**config.mk**
```make
export PLATFORM = sky130hd
export DESIGN_NAME = mrb_map
export DESIGN_NICKNAME = d
export VERILOG_FILES = /design/src/hdl/mrb_pkg.sv /design/src/hdl/mrb_decode.sv /design/src/hdl/mrb_map.sv
export SDC_FILE = /design/constraint.sdc
export NUM_CORES = 1
export LEC_CHECK = 0
export BUFFER_PORTS_ARGS = -buffer_cell sky130_fd_sc_hd__buf_2
export CORE_MARGIN = 2
export CORE_UTILIZATION = 35
export DETAILED_ROUTE_END_ITERATION = 10
export PLACE_DENSITY = 0.6
export SYNTH_ARGS = -nofsm -noshare
export SYNTH_HDL_FRONTEND = slang
export SYNTH_SLANG_ARGS = --single-unit
```
**constraint.sdc**
```tcl
create_clock -name clk_sys -period 4.9 [get_ports clk_sys]
set_clock_uncertainty 0.05 [all_clocks]
set_input_delay 0.49 -clock clk_sys [delete_from_list [all_inputs] [get_ports clk_sys]]
set_output_delay 0.49 -clock clk_sys [all_outputs]
set_load 0.05 [all_outputs]
```
**src/hdl/mrb_pkg.sv**
```systemverilog
package mrb_pkg;

    localparam int unsigned MRB_ADDR_W = 24;
    localparam int unsigned MRB_DATA_W = 16;
    localparam int unsigned MRB_WIN_W = 12;
    // window bases for the two map settings
    localparam logic [23:0] MRB_BASE_MAP0 = 24'h7F_F000;
    localparam logic [23:0] MRB_BASE_MAP1 = 24'hFF_F000;
    localparam logic [11:0] MRB_WIN_MASK = 12'hFFF;
    // configuration register offset in the window and map-select bit
    localparam logic [11:0] MRB_CFG_OFS = 12'h000;
    localparam int unsigned MRB_CFG_MAP_BIT = 6;
    localparam logic MRB_MAP_RST = 1'b1;
    // window slots, 64 words of 2 bytes from 0x000
    localparam int unsigned MRB_SLOT_N = 64;
    localparam logic [63:0] MRB_SV_ONLY_RST = 64'hFFFF_FFFF_FFFF_FFFF;
    localparam logic [15:0] MRB_ZERO16 = 16'h0000;

    typedef struct packed {
        logic req;
        logic wr;
        logic sv;
        logic [23:0] addr;
        logic [15:0] wdata;
    } mrb_req_s;

    typedef struct packed {
        logic hit;
        logic ext;
        logic priv_err;
        logic [11:0] offset;
    } mrb_dec_s;

endpackage

```
**src/hdl/mrb_decode.sv**
```systemverilog
`timescale 1ns/10ps
`default_nettype none
module mrb_decode
    import mrb_pkg::*;
(
    // request and map state
    input wire mrb_req_s req,
    input wire logic map_sel,
    input wire logic narrow_cpu,
    input wire logic [63:0] sv_only,
    // decode result
    output mrb_dec_s dec
);
    logic [23:0] eff_addr;
    logic [23:0] base;
    logic in_win;
    logic sv_eff;
    logic [5:0] slot;

    always_comb
    begin
        eff_addr = req.addr;
        if (narrow_cpu)
        begin
            eff_addr[23:20] = {4{req.addr[19]}}; // RQ6
        end
        base = map_sel ? MRB_BASE_MAP1 : MRB_BASE_MAP0; // RQ2 RQ3
        in_win = (eff_addr & ~{12'h000, MRB_WIN_MASK}) == base; // RQ1
        sv_eff = req.sv | narrow_cpu;
        slot = eff_addr[6:1];
        dec.offset = eff_addr[11:0] & MRB_WIN_MASK;
        dec.hit = req.req & in_win;
        dec.ext = req.req & ~in_win; // RQ11
        dec.priv_err = req.req & in_win & ~sv_eff
            & (eff_addr[11:7] == 5'h00) & sv_only[slot]; // RQ8
    end
endmodule
`default_nettype wire

```
**src/hdl/mrb_map.sv**
```systemverilog
`timescale 1ns/10ps
`default_nettype none
// Contract
// RQ1: all module control registers sit in one 4-Kbyte window.
// RQ2: with map select clear the window is 7FF000 to 7FFFFF.
// RQ3: with map select set the window is FFF000 to FFFFFF.
// RQ4: map select resets to one and takes only the first write after reset.
// RQ5: boot software should write one to map select to keep it set.
// RQ6: on narrow cpus address lines 23 to 20 follow line 19 unless driven.
// RQ7: on narrow cpus a cleared map select hides the window until reset.
// RQ8: supervisor-only slots need supervisor access, others programmable.
// RQ9: the module bus carries 24 address and 16 data lines.
// RQ10: a narrow cpu always accesses at supervisor level.
// RQ11: addresses outside the window go to external decoding.
module mrb_map
    import mrb_pkg::*;
#(
    parameter logic NARROW_CPU = 1'b0
)
(
    // clock and reset
    input wire logic clk_sys,
    input wire logic rst_b,

    // module bus request, 24 address and 16 data lines
    input wire logic bus_req,
    input wire logic bus_wr,
    input wire logic bus_sv,
    input wire logic [MRB_ADDR_W-1:0] bus_addr, // RQ9
    input wire logic [MRB_DATA_W-1:0] bus_wdata, // RQ9

    // privilege programming for the shared slots
    input wire logic priv_wr,
    input wire logic [5:0] priv_slot,
    input wire logic priv_sv_only,

    // ext address lines 23..20 and their external drive
    input wire logic [3:0] ext_addr_hi_in,
    output logic [3:0] ext_addr_hi_out,
    output logic [3:0] ext_addr_hi_oe,

    // decode results
    output logic reg_hit,
    output logic reg_wr,
    output logic [11:0] reg_offset,
    output logic [MRB_DATA_W-1:0] reg_wdata,
    output logic ext_hit,
    output logic priv_fault,
    output logic module_map_select,
    output logic [MRB_DATA_W-1:0] integration_config_register
);

    // whole block state, registered in one place
    typedef struct packed {
        logic map_sel;
        logic map_written;
        logic [15:0] cfg;
        logic [63:0] sv_only;
        logic hit;
        logic wr;
        logic [11:0] offset;
        logic [15:0] wdata;
        logic ext;
        logic perr;
        logic [3:0] hi_out;
        logic [3:0] hi_oe;
    } mrb_state_s;

    mrb_state_s st_reg;
    mrb_state_s st_next;
    mrb_req_s req;
    mrb_dec_s dec;
    logic cfg_wr;
    logic acc_ok;

    // in window and privileged: the access reaches a register
    function automatic logic access_ok(input mrb_dec_s d);
        return d.hit & ~d.priv_err;
    endfunction

    // config word as software sees it, only the map bit is live
    function automatic logic [MRB_DATA_W-1:0] cfg_word(input logic map);
        logic [MRB_DATA_W-1:0] w;
        w = MRB_ZERO16;
        w[MRB_CFG_MAP_BIT] = map;
        return w;
    endfunction

    // narrow cpu: upper lines come from the resolved pins
    function automatic logic [MRB_ADDR_W-1:0] bus_view(
        input logic [MRB_ADDR_W-1:0] a,
        input logic [3:0] ext_hi,
        input logic narrow
    );
        logic [MRB_ADDR_W-1:0] v;
        v = a;
        if (narrow)
        begin
            v[23:20] = ext_hi;
        end
        return v;
    endfunction

    // request as the decoder sees it
    always_comb
    begin
        req.req = bus_req;
        req.wr = bus_wr;
        req.sv = bus_sv;
        req.addr = bus_view(bus_addr, ext_addr_hi_in, NARROW_CPU);
        req.wdata = bus_wdata;
    end

    // window, privilege and outside decode
    mrb_decode u_decode (
        .req(req),
        .map_sel(st_reg.map_sel),
        .narrow_cpu(NARROW_CPU),
        .sv_only(st_reg.sv_only),
        .dec(dec)
    );

    assign acc_ok = access_ok(dec);
    assign cfg_wr = acc_ok & bus_wr
        & (dec.offset == MRB_CFG_OFS);

    always_comb
    begin
        st_next = st_reg;

        // map select accepts one write only
        if (cfg_wr && !st_reg.map_written)
        begin
            st_next.map_sel = bus_wdata[MRB_CFG_MAP_BIT]; // RQ4
            st_next.map_written = 1'b1; // RQ4
        end
        st_next.cfg = cfg_word(st_next.map_sel);

        // on a wide cpu the shared slots take their privilege from software
        for (int i = 0; i < MRB_SLOT_N; i++)
        begin
            if (priv_wr && !NARROW_CPU && priv_slot == 6'(i))
            begin
                st_next.sv_only[i] = priv_sv_only; // RQ8
            end
        end

        st_next.hit = acc_ok; // RQ1
        st_next.wr = acc_ok & bus_wr;
        if (acc_ok)
        begin
            st_next.offset = dec.offset;
            st_next.wdata = bus_wdata;
        end
        else
        begin
            st_next.offset = 12'h000;
            st_next.wdata = MRB_ZERO16;
        end
        st_next.ext = dec.ext; // RQ11
        st_next.perr = dec.priv_err; // RQ8

        // narrow cpu with map cleared: window out of reach
        if (NARROW_CPU && !st_reg.map_sel)
        begin
            st_next.hit = 1'b0; // RQ7
            st_next.wr = 1'b0;
            st_next.offset = 12'h000;
            st_next.wdata = MRB_ZERO16;
        end

        // lines 23..20 mirror line 19 when nobody else drives them
        st_next.hi_out = {4{bus_addr[19]}}; // RQ6
        if (NARROW_CPU && bus_req)
        begin
            st_next.hi_oe = 4'hf; // RQ6
        end
        else
        begin
            st_next.hi_oe = 4'h0;
        end
    end

    always_ff @(posedge clk_sys)
    begin
        if (!rst_b)
        begin
            // map bit back to one, every slot supervisor-only
            st_reg.map_sel <= MRB_MAP_RST; // RQ4
            st_reg.map_written <= 1'b0;
            st_reg.cfg <= cfg_word(MRB_MAP_RST);
            st_reg.sv_only <= MRB_SV_ONLY_RST;
            st_reg.hit <= 1'b0;
            st_reg.wr <= 1'b0;
            st_reg.offset <= 12'h000;
            st_reg.wdata <= MRB_ZERO16;
            st_reg.ext <= 1'b0;
            st_reg.perr <= 1'b0;
            st_reg.hi_out <= 4'h0;
            st_reg.hi_oe <= 4'h0;
        end
        else
        begin
            st_reg <= st_next;
        end
    end

    // registered results
    assign reg_hit = st_reg.hit;
    assign reg_wr = st_reg.wr;
    assign reg_offset = st_reg.offset;
    assign reg_wdata = st_reg.wdata;
    assign ext_hit = st_reg.ext;
    assign priv_fault = st_reg.perr;
    assign module_map_select = st_reg.map_sel;
    assign integration_config_register = st_reg.cfg;

    // address line drive
    assign ext_addr_hi_out = st_reg.hi_out;
    assign ext_addr_hi_oe = st_reg.hi_oe;
endmodule
`default_nettype wire

```
; Word-level counts from Yosys, hierarchy flattened
; Index checks and enable logic that the tools add are counted.
; Widths: inputs -> output; s select.
[classes]
magnitude_cmp = 1
n_eq_ne = 64
mux = 4
bitwise = 11
n_reduce_logical = 70
[ops]
columns = cell, n
row1 = $eq 6x6->1 const B, 32
row2 = $eq 6x5->1 const B, 16
row3 = $logic_and 1x1->1, 65
row4 = $eq 6x4->1 const B, 8
row5 = $eq 24x24->1, 1
row6 = $eq 6x3->1 const B, 4
row7 = $mux 24, 1
row8 = $eq 6x2->1 const B, 2
row9 = $logic_not 12->1, 1
row10 = $and 1x1->1, 8
row11 = $lt 6x7->1 const B, 1
row12 = $bmux 1 s6, 1
row13 = $eq 6x1->1 const B, 1
row14 = $logic_not 6->1, 1
row15 = $logic_not 5->1, 1
row16 = $not 1->1, 3
row17 = $mux 2, 1
row18 = $reduce_and 2->1, 1
row19 = $logic_not 1->1, 1
row20 = $mux 1, 1
[totals]
ff_bits = 118
input_bits = 57
out_inout_bits = 57
word_cells = 225

; Longest topological paths before layout
[depth]
word_depth = 12
mapped_depth = 11
ltp_nobuf = 6

; By module
; From an unflattened synthesis, not the netlist that was laid out.
[hier_totals]
hier_cells = 556
hier_area_um2 = 5038.6
[by_module_without_submodules]
columns = mod, n_inst, cells_per_inst, area_each_um2, seq_area_each_um2
row1 = mrb_map, 1, 468, 4245.3, 1981.9
row2 = mrb_decode, 1, 88, 793.3, 0.0

; Worst setup path after synthesis
; Ideal clock, no wire load.
[synth_timing]
path_kind = reg2reg
startpoint = register, netlist name integration_config_register[6]
endpoint = register st_reg, in the netlist reg_offset[10]
arrival_ns = 2.365
required_ns = 4.737
slack_ns = 2.372
path_stages_with_launch = 9
period_less_slack_ns = 2.528
path_cell_list = dfxtp_1 -> xor2_1 -> nor4_1 -> nand4b_1 -> a2111oi_4 -> a21oi_2 -> buf_6 -> buf_6 -> and2_4
[synth_lines]
columns = element, line
row1 = "end signal, assigned", mrb_map.sv:204  ; st_reg <= st_next;
row2 = "end, declared", mrb_map.sv:69  ; mrb_state_s st_reg;

; Final worst setup path
[layout_timing]
startpoint = input bus_addr[2]
endpoint = register st_reg, in the netlist reg_wdata[0]
[layout_via]
elab_chain_cells = 6
[layout_lines]
columns = element, line
row1 = "start, declared", mrb_map.sv:29  ; input wire logic [MRB_ADDR_W-1:0] bus_addr,
row2 = $bmux 1 s6, mrb_decode.sv:35  ; & (eff_addr[11:7] == 5'h00) & sv_only[slot];
row3 = $mux 1 (implied by the code), mrb_decode.sv:35
row4 = $and 1x1->1, mrb_decode.sv:35
row5 = $not 1->1, mrb_map.sv:78  ; return d.hit & ~d.priv_err;
row6 = $and 1x1->1, mrb_map.sv:78
row7 = $reduce_and 2->1 (no source line), --
; Every way passes these cells. The select of a mux whose other input is x is not followed.
; A chain may end at the register's enable or synchronous reset.

==> reports/results.tsv <==
metric	value	unit
status	finished, final reports clean	
first-pass GRT wire length	17.3	mm
final hold vios	0	
Synth Area in XOR/XNOR	0.00189	
Distinct cells, synth	46	
worst path required time	5.14	ns
CP delay by family, top	multiplexers	
Hold Path Depth	2	
Die X	119	um
R2R depth	6	
nets	595	
CTS tree	yes	
Setup-failing EPs final	0	
Hold Path Sink	reg_wdata[14]	
Critical Path End Type	flop	
Buf+Inv Stages, Crit Path	1	
worst vdd ir	0.157	mV
Largest register FFs	65	
GRT Total Usage	0.157	
Yosys warning count	0	
min-delay src	bus_wdata[14]	
Worst path max stage delay	0.86	ns
Crit Path Class	primary input to flop	
gpl congestion	0.796	
most used flip-flop cell after synthesis	dfxtp_1	
number of fillers in the final layout	1327	
initial core utilization	0.354	
postcts setup bufs	0	
Max H-tree Level	3	
share of the synthesized area in the top cell type	0.428	
vias in the first global route	3335	
Slew HR	0.296	
Root Buffer	clkbuf_16	
critical path's slowest cell	a21oi_2	
largest area contributor in the netlist	dfxtp_1	
DR vias	3650	
Reg2Reg Setup Slack	2.18	ns
commonest cells in the netlist	99 x dfxtp_1, 98 x nand2_1, 52 x buf_4	
r2r endpoint	reg_wdata[12]	
final WL	10.8	mm
Power Density	327	nW/um2
Pleak	0.00224	uW
most area-consuming cells after synthesis	dfxtp_1 43%, buf_4 8.4%, nand2_1 7.9%	
die area	14200	um2
Die Ht	119	um
hpwl dp	7.44	mm
layout cell share with drive strength beyond 1	0.256	
unrepaired setup endpoints after global routing	no	
Min Clock Period, post-route	3.15	ns
max-cap violation count	0	
worst-path fanout max	29	
Area Growth Syn to Fin	10.5	%
Post-Synth Adder-Cell Area	0	
Remaining Overflow, GRT	0	
Inserted Clock Buffers	9	
HP Class	primary input to flop	
placed insts	703	
Resized cells post-CTS	0	
Synth async-reset ratio	0	
clk buf depth	2	
ANT nets after route	0	
Clock Sinks	99	
CTS Hold Buffers Added	0	
count of buffers from port buffering	90	
Inserted Diodes	0	
Gate Count Post-Synth	506	
Pre-antenna DRT Iters	4	
initial antenna violation count	0	
row count	42	
DRT iter0 DRCs	278	
Post-synth EDFFs	0	
routed len/inst	15.0	um
DR DRC count	0	
pin count of the biggest net entering global routing	71	
Levels on crit path	7	
Synth Area in Compound Gates	0.160	
crit path DAT	3.39	ns
R2R Path Start	integration_config_register[6]	
post-DR vias/cell	5.08	
Finished Layout Cells	719	
total negative setup slack	0	ns
Mapped Avg Cell Area	9.16	um2
overall power	1670	uW
Least-Margin Pin Slew	1.05	ns
Synth Cell Area	4630	um2
multiplexer area fraction after synthesis	0.0832	
Yosys reg bits	99	
sequential area share after synthesis	0.428	
Worst Setup Start Kind	primary input	
main combinational cell family by area after synthesis	simple AND/OR/NAND/NOR gates	
Placeable Area	13100	um2
io pins	114	
most common cell in the netlist	dfxtp_1	
Cell Chain, Critical Path	buf_2 > mux4_2 > mux2_2 > nand3_1 > nand4_1 > a21oi_2 > and2_4	
Synth Area in Simple Gates	0.199	
max-slew violations	0	
Finished Core Util	0.391	
register clock-pin slew on the reported worst setup and hold paths	0.07	ns
Worst-Skew Late Latency	0.35	ns
final worst path period share	0.642	
Fmax	0.318	GHz
[placed cells by master, fill, tap and decap left out, types with 6 or more instances in the layout]
master	count
o311ai_0	20
nor3_1	6
clkbuf_16	9
o211ai_1	46
and2_4	10
conb_1	19
and2_1	19
o21ai_0	20
buf_2	90
mux4_2	9
mux2i_1	16
dfxtp_1	99
nor2_1	10
nand2_1	98
[report_power, final]
| part | internal, uW | total [uW] | leakage (uW) | switching [uW] |
|---|---|---|---|---|
| Sequential | 809 | 811 | 0.000801 | 2.36 |
| Clock | 399 | 716 | 0.000140 | 317 |
| Combinational | 37.8 | 147 | 0.00130 | 109 |
| Total | 1250 | 1670 | 0.00224 | 429 |
[through the flow]
step                      setup slack [ns]  hold slack, ns  area [um2]
after floorplan                       2.37           0.391        4700
after global placement                1.42           0.399        4820
after detailed placement              1.32           0.416        4820
after CTS                             1.70           0.267        5120
after global routing                  1.49           0.275        5120
final                                 1.75           0.286        5120
[cell families after synthesis]
| family | count (synthesis) |
|---|---|
| flops | 99 |
| compound gates | 99 |
| other cells | 1 |
| xor+xnor | 1 |
| buf+inv | 94 |
| mux | 27 |
| simple gates | 185 |
[worst reg2reg max path, cell delays in order (launching register included)]
cell	delay (ns)
dfxtp_1	0.35
xor2_1	0.17
nor4_1	0.63
nand4b_1	0.30
a2111oi_4	0.46
a21oi_2	0.36
and2_1	0.29
[area by class of cell]
class                      count  area, um2  share of cell area
clock buffer                   9        225              0.0440
clock inverter                 7       77.6              0.0152
inverter                       5       18.8             0.00367
multi-input combinational    331       2130               0.416
sequential                    99       1980               0.387
tap                          176        220              0.0430
timing repair buffer          92        465              0.0909
[metal layers]
metal	global-route usage	part of all wire	wire [um]
met4	0.0543	0.013	144
met5	0	0	0
met2	0.227	0.44	4750
met1	0.221	0.47	5070
met3	0.0474	0.077	836
[how the worst max path moves through the flow]
stage	from	to	slack (ns)
floorplan	integration_config_register[6]	reg_offset[10]	2.37
global placement	bus_addr[2]	reg_offset[9]	1.42
detailed placement	bus_addr[2]	reg_offset[4]	1.32
CTS	bus_addr[2]	reg_wdata[15]	1.70
global route	bus_addr[2]	reg_offset[9]	1.49
finish	bus_addr[2]	reg_wdata[0]	1.75
Power figures use the tool's default switching activity.
